**config.mk**
```make
export PLATFORM = sky130hd
export DESIGN_NAME = scr_config_port
export DESIGN_NICKNAME = d
export VERILOG_FILES = /design/src/shared/scr_pkg.sv /design/src/hdl/scr_config_port.sv
export SDC_FILE = /design/constraint.sdc
export NUM_CORES = 2
export LEC_CHECK = 0
export BUFFER_PORTS_ARGS = -buffer_cell sky130_fd_sc_hd__buf_2
export CAP_MARGIN = 30
export CORE_ASPECT_RATIO = 1.1
export CORE_UTILIZATION = 53
export CTS_CLUSTER_SIZE = 30
export DETAILED_ROUTE_END_ITERATION = 12
export GPL_ROUTABILITY_DRIVEN = 0
export HOLD_SLACK_MARGIN = 0.15
export PLACE_DENSITY = 0.73
export SLEW_MARGIN = 10
export SYNTH_ARGS = -nofsm -noshare
export SYNTH_HDL_FRONTEND = slang
export SYNTH_SLANG_ARGS = --single-unit
```
**constraint.sdc**
```tcl
create_clock -name CLOCK_I -period 2.35 [get_ports CLOCK_I]
set_input_delay 0.1175 -clock CLOCK_I [delete_from_list [all_inputs] [get_ports CLOCK_I]]
set_output_delay 0.1175 -clock CLOCK_I [all_outputs]
set_load 0.02 [all_outputs]
```
**src/shared/scr_pkg.sv**
```systemverilog
// Constants, register map and types of the serial configuration and readback port
package scr_pkg;

	// ==========================================================
	// Word layout
	localparam int SCR_ADDR_W   = 5;
	localparam int SCR_DATA_W   = 27;
	localparam int SCR_WORD_W   = 32;
	localparam int SCR_NUM_REGS = 32;
	localparam int SCR_NUM_PINS = 5;

	typedef logic [SCR_DATA_W-1:0] scr_data_t;

	typedef struct packed {
		logic [SCR_DATA_W-1:0] data;
		logic [SCR_ADDR_W-1:0] addr;
	} scr_word_s;

	typedef struct packed {
		logic out;
		logic oe;
	} scr_pin_s;

	// ==========================================================
	// Register addresses
	localparam logic [4:0] SCR_REG_GROUP01_DIVIDER_DELAY_CTRL   = 5'h00;
	localparam logic [4:0] SCR_REG_GROUP23_DIVIDER_DELAY_CTRL   = 5'h01;
	localparam logic [4:0] SCR_REG_GROUP45_DIVIDER_DELAY_CTRL   = 5'h02;
	localparam logic [4:0] SCR_REG_GROUP67_DIVIDER_DELAY_CTRL   = 5'h03;
	localparam logic [4:0] SCR_REG_GROUP89_DIVIDER_DELAY_CTRL   = 5'h04;
	localparam logic [4:0] SCR_REG_GROUP1011_DIVIDER_DELAY_CTRL = 5'h05;
	localparam logic [4:0] SCR_REG_OUTPUT_FORMAT_A              = 5'h06;
	localparam logic [4:0] SCR_REG_OUTPUT_FORMAT_B              = 5'h07;
	localparam logic [4:0] SCR_REG_OUTPUT_FORMAT_C              = 5'h08;
	localparam logic [4:0] SCR_REG_FIXED_REQUIRED_WORD          = 5'h09;
	localparam logic [4:0] SCR_REG_OSC_OUT_FEEDBACK_CTRL        = 5'h0a;
	localparam logic [4:0] SCR_REG_PART_MODE_SYNC_CTRL          = 5'h0b;
	localparam logic [4:0] SCR_REG_LOCK_PIN_HOLDOVER_CTRL       = 5'h0c;
	localparam logic [4:0] SCR_REG_INPUT_SELECT_CTRL            = 5'h0d;
	localparam logic [4:0] SCR_REG_SIGNAL_LOSS_DAC_TRIP_CTRL    = 5'h0e;
	localparam logic [4:0] SCR_REG_MANUAL_DAC_HOLDOVER_CTRL     = 5'h0f;
	localparam logic [4:0] SCR_REG_DAC_COUNT_READBACK           = 5'h17;
	localparam logic [4:0] SCR_REG_READBACK_LOCK_CTRL           = 5'h1f;

	// ==========================================================
	// Field positions inside the 27-bit data part
	localparam int SCR_SOFT_RESET_BIT    = 12;
	localparam int SCR_RB_ADDR_LSB       = 11;
	localparam int SCR_RB_LATCH_MODE_BIT = 16;
	localparam int SCR_WRITE_LOCK_BIT    = 0;
	localparam int SCR_RB_LE_ALIAS_BIT   = 16;
	localparam int SCR_DAC_LSB           = 14;
	localparam int SCR_DAC_W             = 10;

	// ==========================================================
	// Status pins: 0 lock, 1 holdover, 2 input0, 3 input1, 4 sync
	localparam int SCR_PIN_MUX_REG  [SCR_NUM_PINS] = '{12, 13, 13, 13, 11};
	localparam int SCR_PIN_MUX_LSB  [SCR_NUM_PINS] = '{22, 22, 7, 15, 13};
	localparam int SCR_PIN_MUX_W    [SCR_NUM_PINS] = '{5, 5, 3, 3, 2};
	localparam int SCR_PIN_TYPE_REG [SCR_NUM_PINS] = '{12, 13, 13, 14, 11};
	localparam int SCR_PIN_TYPE_LSB [SCR_NUM_PINS] = '{19, 19, 11, 19, 7};
	localparam int SCR_PIN_RB_CODE  [SCR_NUM_PINS] = '{7, 7, 6, 6, 3};
	localparam logic [2:0] SCR_TYPE_PUSH_PULL     = 3'h3;
	localparam logic [2:0] SCR_TYPE_PUSH_PULL_INV = 3'h4;

	// ==========================================================
	// Power-on and soft reset contents (data parts)
	localparam scr_data_t SCR_REG_DEFAULTS [SCR_NUM_REGS] = '{
		0: 27'h4000019, 1: 27'h4000019, 2: 27'h4000019, 3: 27'h2000001,
		4: 27'h0000019, 5: 27'h4000019, 7: 27'h0400000, 10: 27'h40a0010,
		11: 27'h02c0880, 12: 27'h0d8000c, 13: 27'h1d80000, default: 27'h0000000
	};

endpackage : scr_pkg

```
**src/hdl/scr_config_port.sv**
```systemverilog
// Three-wire serial configuration port with register store and serial readback
`timescale 1ns/1ps
// Overview of operation
// - Words are 32 bits, 5-bit address low, 27-bit data high, MSB first.
// - Data sampled on rising serial clock with latch low; latch pulse writes word.
// - Register 0 with soft reset bit restores defaults, ignoring the word's other bits.
// - Any of five status pins gives readback when muxed to readback and push-pull.
// - After power-on the holdover pin acts as the readback output.
// - Readback returns the register named by the readback address, even same write.
// - After a write each rising serial clock presents a new readback bit.
// - Readback is MSB first and complete after 27 serial clocks.
// - Clocks beyond the twenty-seventh give undefined readback data.
// - Registers read back at their own address, except readback latch mode bit.
// - The tuning DAC count is read only and only visible in readback.
// - Readback returns data bits only, shifted down by the address width.
// - Reserved bits read back undefined.
module scr_config_port (
	input  wire logic                                          CLOCK_I,
	input  wire logic                                          RESET_I,
	input  wire logic                                          SERIAL_CLOCK_PIN_I,
	input  wire logic                                          SERIAL_DATA_PIN_I,
	input  wire logic                                          LATCH_ENABLE_PIN_I,
	input  wire logic [scr_pkg::SCR_DAC_W-1:0]                 TUNING_DAC_COUNT_I,
	output scr_pkg::scr_pin_s [scr_pkg::SCR_NUM_PINS-1:0]      STATUS_PINS_O
);
	import scr_pkg::*;

	// ==========================================================
	// Pin synchronisers and edge detection
	logic [2:0]          sclk_q, sclk_d;
	logic [1:0]          sdata_q, sdata_d;
	logic [2:0]          le_q, le_d;
	logic                sclk_rise;
	logic                le_rise;
	logic                le_fall;

	always_comb begin
		sclk_d  = {sclk_q[1:0], SERIAL_CLOCK_PIN_I};
		sdata_d = {sdata_q[0], SERIAL_DATA_PIN_I};
		le_d    = {le_q[1:0], LATCH_ENABLE_PIN_I};
	end

	always_ff @(posedge CLOCK_I) begin
		if (RESET_I) begin
			sclk_q  <= 3'h0;
			sdata_q <= 2'h0;
			le_q    <= 3'h0;
		end else begin
			sclk_q  <= sclk_d;
			sdata_q <= sdata_d;
			le_q    <= le_d;
		end
	end

	// Stage 0 of each chain feeds only stage 1; edges compare stages 1 and 2
	assign sclk_rise = sclk_q[1] & ~sclk_q[2];
	assign le_rise   = le_q[1] & ~le_q[2];
	assign le_fall   = ~le_q[1] & le_q[2];

	// ==========================================================
	// Incoming shift register
	logic [SCR_WORD_W-1:0] shift_q, shift_d;
	scr_word_s             in_word;

	always_comb begin
		shift_d = shift_q;
		if (sclk_rise && !le_q[1]) begin
			shift_d = {shift_q[SCR_WORD_W-2:0], sdata_q[1]};
		end
	end

	always_ff @(posedge CLOCK_I) begin
		if (RESET_I) begin
			shift_q <= 32'h0;
		end else begin
			shift_q <= shift_d;
		end
	end

	assign in_word = scr_word_s'(shift_q);

	// ==========================================================
	// Configuration store
	scr_data_t           cfg_q [SCR_NUM_REGS];
	scr_data_t           cfg_d [SCR_NUM_REGS];
	logic                wr_ok;
	logic                rb_mode;
	logic [4:0]          rb_addr;

	assign rb_mode = cfg_q[SCR_REG_READBACK_LOCK_CTRL][SCR_RB_LATCH_MODE_BIT];
	assign rb_addr = cfg_q[SCR_REG_READBACK_LOCK_CTRL][SCR_RB_ADDR_LSB +: SCR_ADDR_W];
	// Once locked only the lock register itself stays writable, so it can be released
	assign wr_ok   = !cfg_q[SCR_REG_READBACK_LOCK_CTRL][SCR_WRITE_LOCK_BIT]
		|| (in_word.addr == SCR_REG_READBACK_LOCK_CTRL);

	always_comb begin
		cfg_d = cfg_q;
		if (le_rise && wr_ok) begin
			if (in_word.addr == SCR_REG_GROUP01_DIVIDER_DELAY_CTRL && in_word.data[SCR_SOFT_RESET_BIT]) begin
				cfg_d = SCR_REG_DEFAULTS;
			end else if (in_word.addr != SCR_REG_DAC_COUNT_READBACK) begin
				cfg_d[in_word.addr] = in_word.data;
			end
		end
	end

	always_ff @(posedge CLOCK_I) begin
		if (RESET_I) begin
			cfg_q <= SCR_REG_DEFAULTS;
		end else begin
			cfg_q <= cfg_d;
		end
	end

	// ==========================================================
	// Readback capture and shift-out
	logic [SCR_DATA_W-1:0] rb_q, rb_d;
	logic [SCR_DATA_W-1:0] rb_view;
	logic                  rb_bit_q, rb_bit_d;
	logic                  cap_pend_q, cap_pend_d;
	logic                  capture;

	always_comb begin
		rb_view = cfg_q[rb_addr];
		if (rb_addr == SCR_REG_LOCK_PIN_HOLDOVER_CTRL) begin
			rb_view[SCR_RB_LE_ALIAS_BIT] = rb_mode;
		end
		if (rb_addr == SCR_REG_DAC_COUNT_READBACK) begin
			rb_view = '0;
			rb_view[SCR_DAC_LSB +: SCR_DAC_W] = TUNING_DAC_COUNT_I;
		end
	end

	// With the latch mode bit set, capture waits one cycle after the rising latch so a same-word address change is seen; otherwise it is on the falling latch
	assign capture = (cap_pend_q && rb_mode) || (le_fall && !rb_mode);

	always_comb begin
		cap_pend_d = le_rise;
		rb_d       = rb_q;
		rb_bit_d   = rb_bit_q;
		if (capture) begin
			rb_d = rb_view;
		end else if (sclk_rise && (!le_q[1] || rb_mode)) begin
			rb_bit_d = rb_q[SCR_DATA_W-1];
			rb_d     = {rb_q[SCR_DATA_W-2:0], 1'b0};
		end
	end

	always_ff @(posedge CLOCK_I) begin
		if (RESET_I) begin
			rb_q       <= 27'h0;
			rb_bit_q   <= 1'b0;
			cap_pend_q <= 1'b0;
		end else begin
			rb_q       <= rb_d;
			rb_bit_q   <= rb_bit_d;
			cap_pend_q <= cap_pend_d;
		end
	end

	// ==========================================================
	// Status pin routing
	logic [4:0]  pin_mux  [SCR_NUM_PINS];
	logic [2:0]  pin_type [SCR_NUM_PINS];
	scr_pin_s [SCR_NUM_PINS-1:0] pins_d;

	for (genvar i = 0; i < SCR_NUM_PINS; i++) begin : g_pin
		assign pin_mux[i]  = 5'((cfg_q[SCR_PIN_MUX_REG[i]] >> SCR_PIN_MUX_LSB[i])
			& ((27'h1 << SCR_PIN_MUX_W[i]) - 27'h1));
		assign pin_type[i] = 3'(cfg_q[SCR_PIN_TYPE_REG[i]] >> SCR_PIN_TYPE_LSB[i]);
		// Sources other than readback are outside this block and read as constant low
		assign pins_d[i].out = ((pin_mux[i] == 5'(SCR_PIN_RB_CODE[i])) & rb_bit_q)
			^ (pin_type[i] == SCR_TYPE_PUSH_PULL_INV);
		assign pins_d[i].oe  = (pin_type[i] == SCR_TYPE_PUSH_PULL)
			|| (pin_type[i] == SCR_TYPE_PUSH_PULL_INV);
	end

	always_ff @(posedge CLOCK_I) begin
		if (RESET_I) begin
			STATUS_PINS_O <= '0;
		end else begin
			STATUS_PINS_O <= pins_d;
		end
	end
endmodule : scr_config_port

```
# --- After elaboration in Yosys (flattened, before gate mapping) ---
# Index checks and enable logic that the tools add are counted.
word_totals:
  regBits: 943
  out_inout_bits: 10
  wordCells: 125
classes:
  order_cmp: 3
  eq_ne: 19
  n_mux: 12
  n_bitwise: 19
  n_reduce_logical: 23
op_table:
  columns: ["op", "count"]
  rows:
  - ["two-way mux 864 bit", 2]
  - ["bitwise mux 864 bit", 1]
  - ["two-way mux 27 bit", 6]
  - ["binary-select mux 27 bit (select 5 bit)", 1]
  - ["demux 27 bit (select 5 bit)", 1]
  - ["equality test 3 bit, second input constant", 7]
  - ["equality test 3 x 2 -> 1 bit, second input constant", 5]
  - [">= comparator 6 bit, second input constant", 2]
  - ["inverter 5 -> 6 bit", 2]
  - ["equality test 5 x 3 -> 1 bit, second input constant", 2]
  - ["equality test 5 bit, second input constant", 2]
  - ["bitwise AND 1 bit", 8]
  - ["logical OR 1 bit", 8]
  - ["logical AND 1 bit", 7]
  - ["< comparator 6 x 1 -> 1 bit, second input constant", 1]
  - ["equality test 5 x 4 -> 1 bit, second input constant", 1]
  - ["logical NOT 5 bit", 1]
  - ["!= test 5 bit, second input constant", 1]
  - ["bitwise XOR 1 bit", 5]
  - ["inverter 1 bit", 4]
  - ["AND reduction 2 bit", 2]
  - ["nonzero test 2 bit", 2]
  - ["logical NOT 1 bit", 3]
  - ["equality test 2 bit, second input constant", 1]
  - ["two-way mux 1 bit", 1]

# --- Depth between registers and ports, before layout ---
depth:
  ltp_word: 8
  mapped_depth: 10
  depth_no_buf: 5

# --- Least setup slack after synthesis ---
# OpenSTA, ideal clock, no wires.
synth_timing:
  path_type: "register to register"
  from: "register cfg_q[11] in the netlist's numbering"
  to: "register rb_q[10]"
  setup_ps: 131
  t_arrival_ps: 1874
  t_required_ps: 2219
  slack_ps: 345
  stages_incl_launch_ff: 9
  cell_sequence: "dfxtp_1 -> buf_4 -> buf_4 -> buf_2 -> mux4_2 -> a221oi_1 -> nand2_1 -> nand3_1 -> o21ai_0"
synth_between:
  elab_chain_cells: 6
  elab_cells_between_ends: 7
synth_rtl:
  columns: ["element", "line", "rtl"]
  rows:
  - ["from (decl)", "scr_config_port.sv:84", "scr_data_t cfg_q [SCR_NUM_REGS];"]
  - ["from (signal assigned)", "scr_config_port.sv:111", "cfg_q <= cfg_d;"]
  - ["inverter 5 -> 6 bit (implied by the code)", "scr_config_port.sv:124", "rb_view = cfg_q[rb_addr];"]
  - ["binary-select mux 27 bit (select 5 bit)", "scr_config_port.sv:124", null]
  - ["two-way mux 27 bit (implied by the code) (2 in a row)", "scr_config_port.sv:124", null]
  - ["two-way mux 27 bit *", "scr_config_port.sv:128", "if (rb_addr == SCR_REG_DAC_COUNT_READBACK) begin"]
  - ["two-way mux 27 bit *", "scr_config_port.sv:141", "if (capture) begin"]
  - ["to (signal assigned)", "scr_config_port.sv:155", "rb_q <= rb_d;"]
  - ["to (decl)", "scr_config_port.sv:117", "logic [SCR_DATA_W-1:0] rb_q, rb_d;"]
# Mark *: on every way between the ends. The rest lies on a longest branch, timed or not. The select of a mux whose other input is x is not followed.
# A chain may end at the register's enable or synchronous reset.

# --- Worst setup path after layout ---
layout_timing:
  from: "register cfg_q[12] in the netlist's numbering"
  to: "register rb_q[8]"
# Same word-level chain as after synthesis.

==> results.md <==
- Part of the power in combinational logic: 1.7%
- Antenna-violating nets left: 0
- Htree depth: 3
- Clock network fraction of total power: 48.0%
- Final HPWL DP: 89,500 um
- Total die area: about 80,000 sq um
- Final Non-Filler Cells: 5,501
- Tmin final: roughly 2.3 ns
- Post-Layout Inst Area: 47,400 sq um
- Post-Synthesis Cells: 4,477
- GRT Overall Usage: 34.1%
- Worst vdd ir: 0.000592 V
- Die width: 270 um
- Area growth from synthesis to layout: 13.2%
- Sink Count: about 940
- Relative slew margins: 44.7%
- FF-to-FF path depth: 6
- Switch Pwr: between 6000 and 7000 uW
- Initial antenna violation count: 2
- Synth Net Count: roughly 4,500
- Number of synthesized flops with an enable pin: 0
- Vias in the first global route: 35,000
- Vias per cell: 6.75
- Ports: 25
- Worst hold path class: input port to flop
- Mapped cell area: 41,800 sq um
- Cell-internal power: roughly 25,000 uW
- Status: completed
- Routed WL: 141,000 um
- Crit start category: flop
- Setup crit end kind: flop
- Avg WL per Cell: 25.7 um
- Synth Register Bits: 942
- IO buf count: 24
- Diode count: 0
- Detailed Routing Iterations Pass 1: 8
- Period utilization: 98.9%
- Register area share after synthesis: 45.1%
- Share of layout cells above drive strength 1: 17.8%
- Vias: around 37,000
- Sequential power share: 50.3%
- Lkg Pwr: approximately 0.016 uW
- Critical path class: flop to flop
- Total gr overflow: 0
- Max Fanout on Critical Path: 15
- Most used routing layer: met2
- Placeable Area: 77,800 sq um
- Iteration-0 DRC Markers: 5,094
- CTS clk-pin slew, worst paths: 0.07 ns
- Fin. max-slew vios: 0
- Grt met2 use: 53.0%
- Clk buf depth: 3
- Mean Syn Cell Area: a little over 9 sq um
- Final #Nets: approximately 4,400
- Inst Count DP: approximately 5,300
- RSZ-0062 raised after global routing: no
- Worst-margin pin slew: roughly 0.83 ns
- Synth warn: 0
- Worst skew pair latency: 0.68 ns
- Residual DRC: 0
- Sw frac: 21.6%
- Post-synth cell types: 82
- Clock Root Buffer: clkbuf_16
- Synth async-reset ratio: 0%
- Initial Util: 53.8%
- DIE HEIGHT: just under 300 um
- Placed Instance Area: 43,900 sq um
- Crit path arrival time: 2.87 ns
- Met3 usage: around 7.4%
- Pwr Total: around 32,000 uW
- Fmax: 430 MHz
- PnR worst setup slack: 0.0256 ns
- Total clock buffers created by CTS: 93
- First-pass GRT wire length: 213,000 um
- Worst Clk Skew: 0.0305 ns
- Worst Hold Depth: 3
- Pwr dens: about 670 nW/um^2
- GR Util met1: between 40% and 50%
- TritonCTS clock tree: done
- Finish-stage setup viols: 0
- Max_cap viols: 0
- Final Hold Vio Count: 0
- Synth Flop Type: dfxtp_1
- Critical path required time: ~2.9 ns
- Number of core rows: 107
- Hold slack: 0.205 ns
- Pre-CTS setup slack: -0.0821 ns
- Largest net degree at the start of global routing: 166
-- synthesized netlist by cell type (7+ instances only) --
library cell	count	area (sq um)
a21oi_1	397	1990
a221oi_1	8	70.1
a22oi_1	153	1150
a31oi_1	19	119
a32oi_1	307	2690
and2_1	51	319
and3_1	39	244
and4_1	14	123
buf_2	235	1180
buf_4	60	450
buf_6	8	90.1
clkbuf_1	223	837
dfxtp_1	942	18900
inv_1	8	30.0
mux2_2	31	349
mux2i_1	52	521
mux4_2	199	4480
nand2_1	511	1920
nand2b_1	12	75.1
nand3_1	364	1820
nand3_2	7	70.1
nand3_4	18	315
nand3b_1	11	82.6
nand4_1	8	50.1
nor2_1	502	1880
nor2_2	10	62.6
nor2b_1	16	100
nor3_1	66	330
nor4_1	7	43.8
o211ai_1	7	52.6
o21ai_0	19	95.1
o21bai_1	32	240
o221ai_1	8	70.1
o22ai_1	27	169
-- per-layer routing --
layer  routed length (um)  up-vias  part of all wire [%]
li1                     -    16200                     -
met1                53000    18000                    37
met2                64000     2428                    45
met3                16700      510                    12
met4                 7630        4                   5.4
met5                   21        -                 0.015
-- worst paths after layout --
path	slack, ns	endpoint	start
worst max-delay path	0.03	rb_q[8]	cfg_q[12]
worst min-delay path	0.21	sdata_q[0]	SERIAL_DATA_PIN_I
worst max register to register	0.03	rb_q[8]	cfg_q[12]
worst min register to register	0.45	sdata_q[1]	sdata_q[0]
-- logic make-up (layout without fill, tap and decap cells) --
logic type                count (synthesis)  count (layout)  synth area share, %
AOI/OAI and AO/OA                      1023            1023                 16.9
xor gates and xnor gates                  5               5                0.105
DFF                                     942             942                 45.1
buffers and inverters                   548             533                 6.41
and+or+nand+nor                        1677            1681                 18.7
muxes                                   282             282                 12.8
-- sequential cells by signal, summed over array words and instances (netlist names) --
| name | count |
|---|---|
| cap_pend_q | 1 |
| rb_bit_q | 1 |
| in_word | 32 |
| cfg_q | 863 |
| STATUS_PINS_O | 10 |
| sclk_q | 3 |
| le_q | 3 |
| rb_q | 27 |
| sdata_q | 2 |
-- power groups by stage --
stage / Clock [uW] / Sequential, uW / Combinational [uW]
floorplan: 0 / 16300 / 330
global placement: 0 / 16300 / 491
detailed placement: 0 / 16300 / 489
CTS: 15200 / 16000 / 512
global route: 15900 / 16000 / 555
finish: 15200 / 16000 / 535
-- layout by cell type (no fill, tap or decap), types with 10 or more instances in the layout --
master           n
and3_1          38
nand3_2         10
mux4_2         199
o21bai_1        32
a21oi_1        397
clkinv_2        14
and2_1          49
buf_4          234
nor2_2          12
clkbuf_1        27
nand2_1        511
nor2b_1         15
a32oi_1        307
nand3_4         20
o22ai_1         27
clkbuf_16       96
a31oi_1         19
buf_12          79
a22oi_1        153
dlygate4sd3_1   16
nand2b_1        12
clkbuf_8        16
buf_2           23
and4_1          13
nand3_1        363
nand3b_1        11
o21ai_0         19
mux2i_1         52
mux2_2          31
dfxtp_1        935
nor2_1         500
nor3_1          66
-- metrics by stage --
stage               utilization [%]  TNS, ns
floorplan                         -        0
global placement               56.5  -0.0124
detailed placement             56.5   -0.191
CTS                            60.7        0
global route                   60.9        0
finish                         60.9        0
-- timing repair --
action,4_1_cts,5_1_grt
pin swaps,0,4
hold buffers,16,0
endpoints found under the hold margin,104,0
gates resized for setup,1,10
buffers inserted,5,1
cloned,1,4
endpoints found under the setup margin,9,322
-- critical path, stage by stage, from the launching register on --
cell and delay, ns:
dfxtp_4 0.52, buf_4 0.23, buf_4 0.27, mux4_2 0.35
mux2_2 0.33, o22ai_1 0.32, o22ai_1 0.15
-- area by class of cell --
cell class	instances	area (sq um)
fillers	6302	30400
clock inverters	27	369
well taps	1035	1290
repair buffers	358	3700
flip-flops and latches	942	18900
inverters	10	37.5
multi-input cells	2991	20400
clock buffers	138	2700
Power figures use the tool's default switching activity.
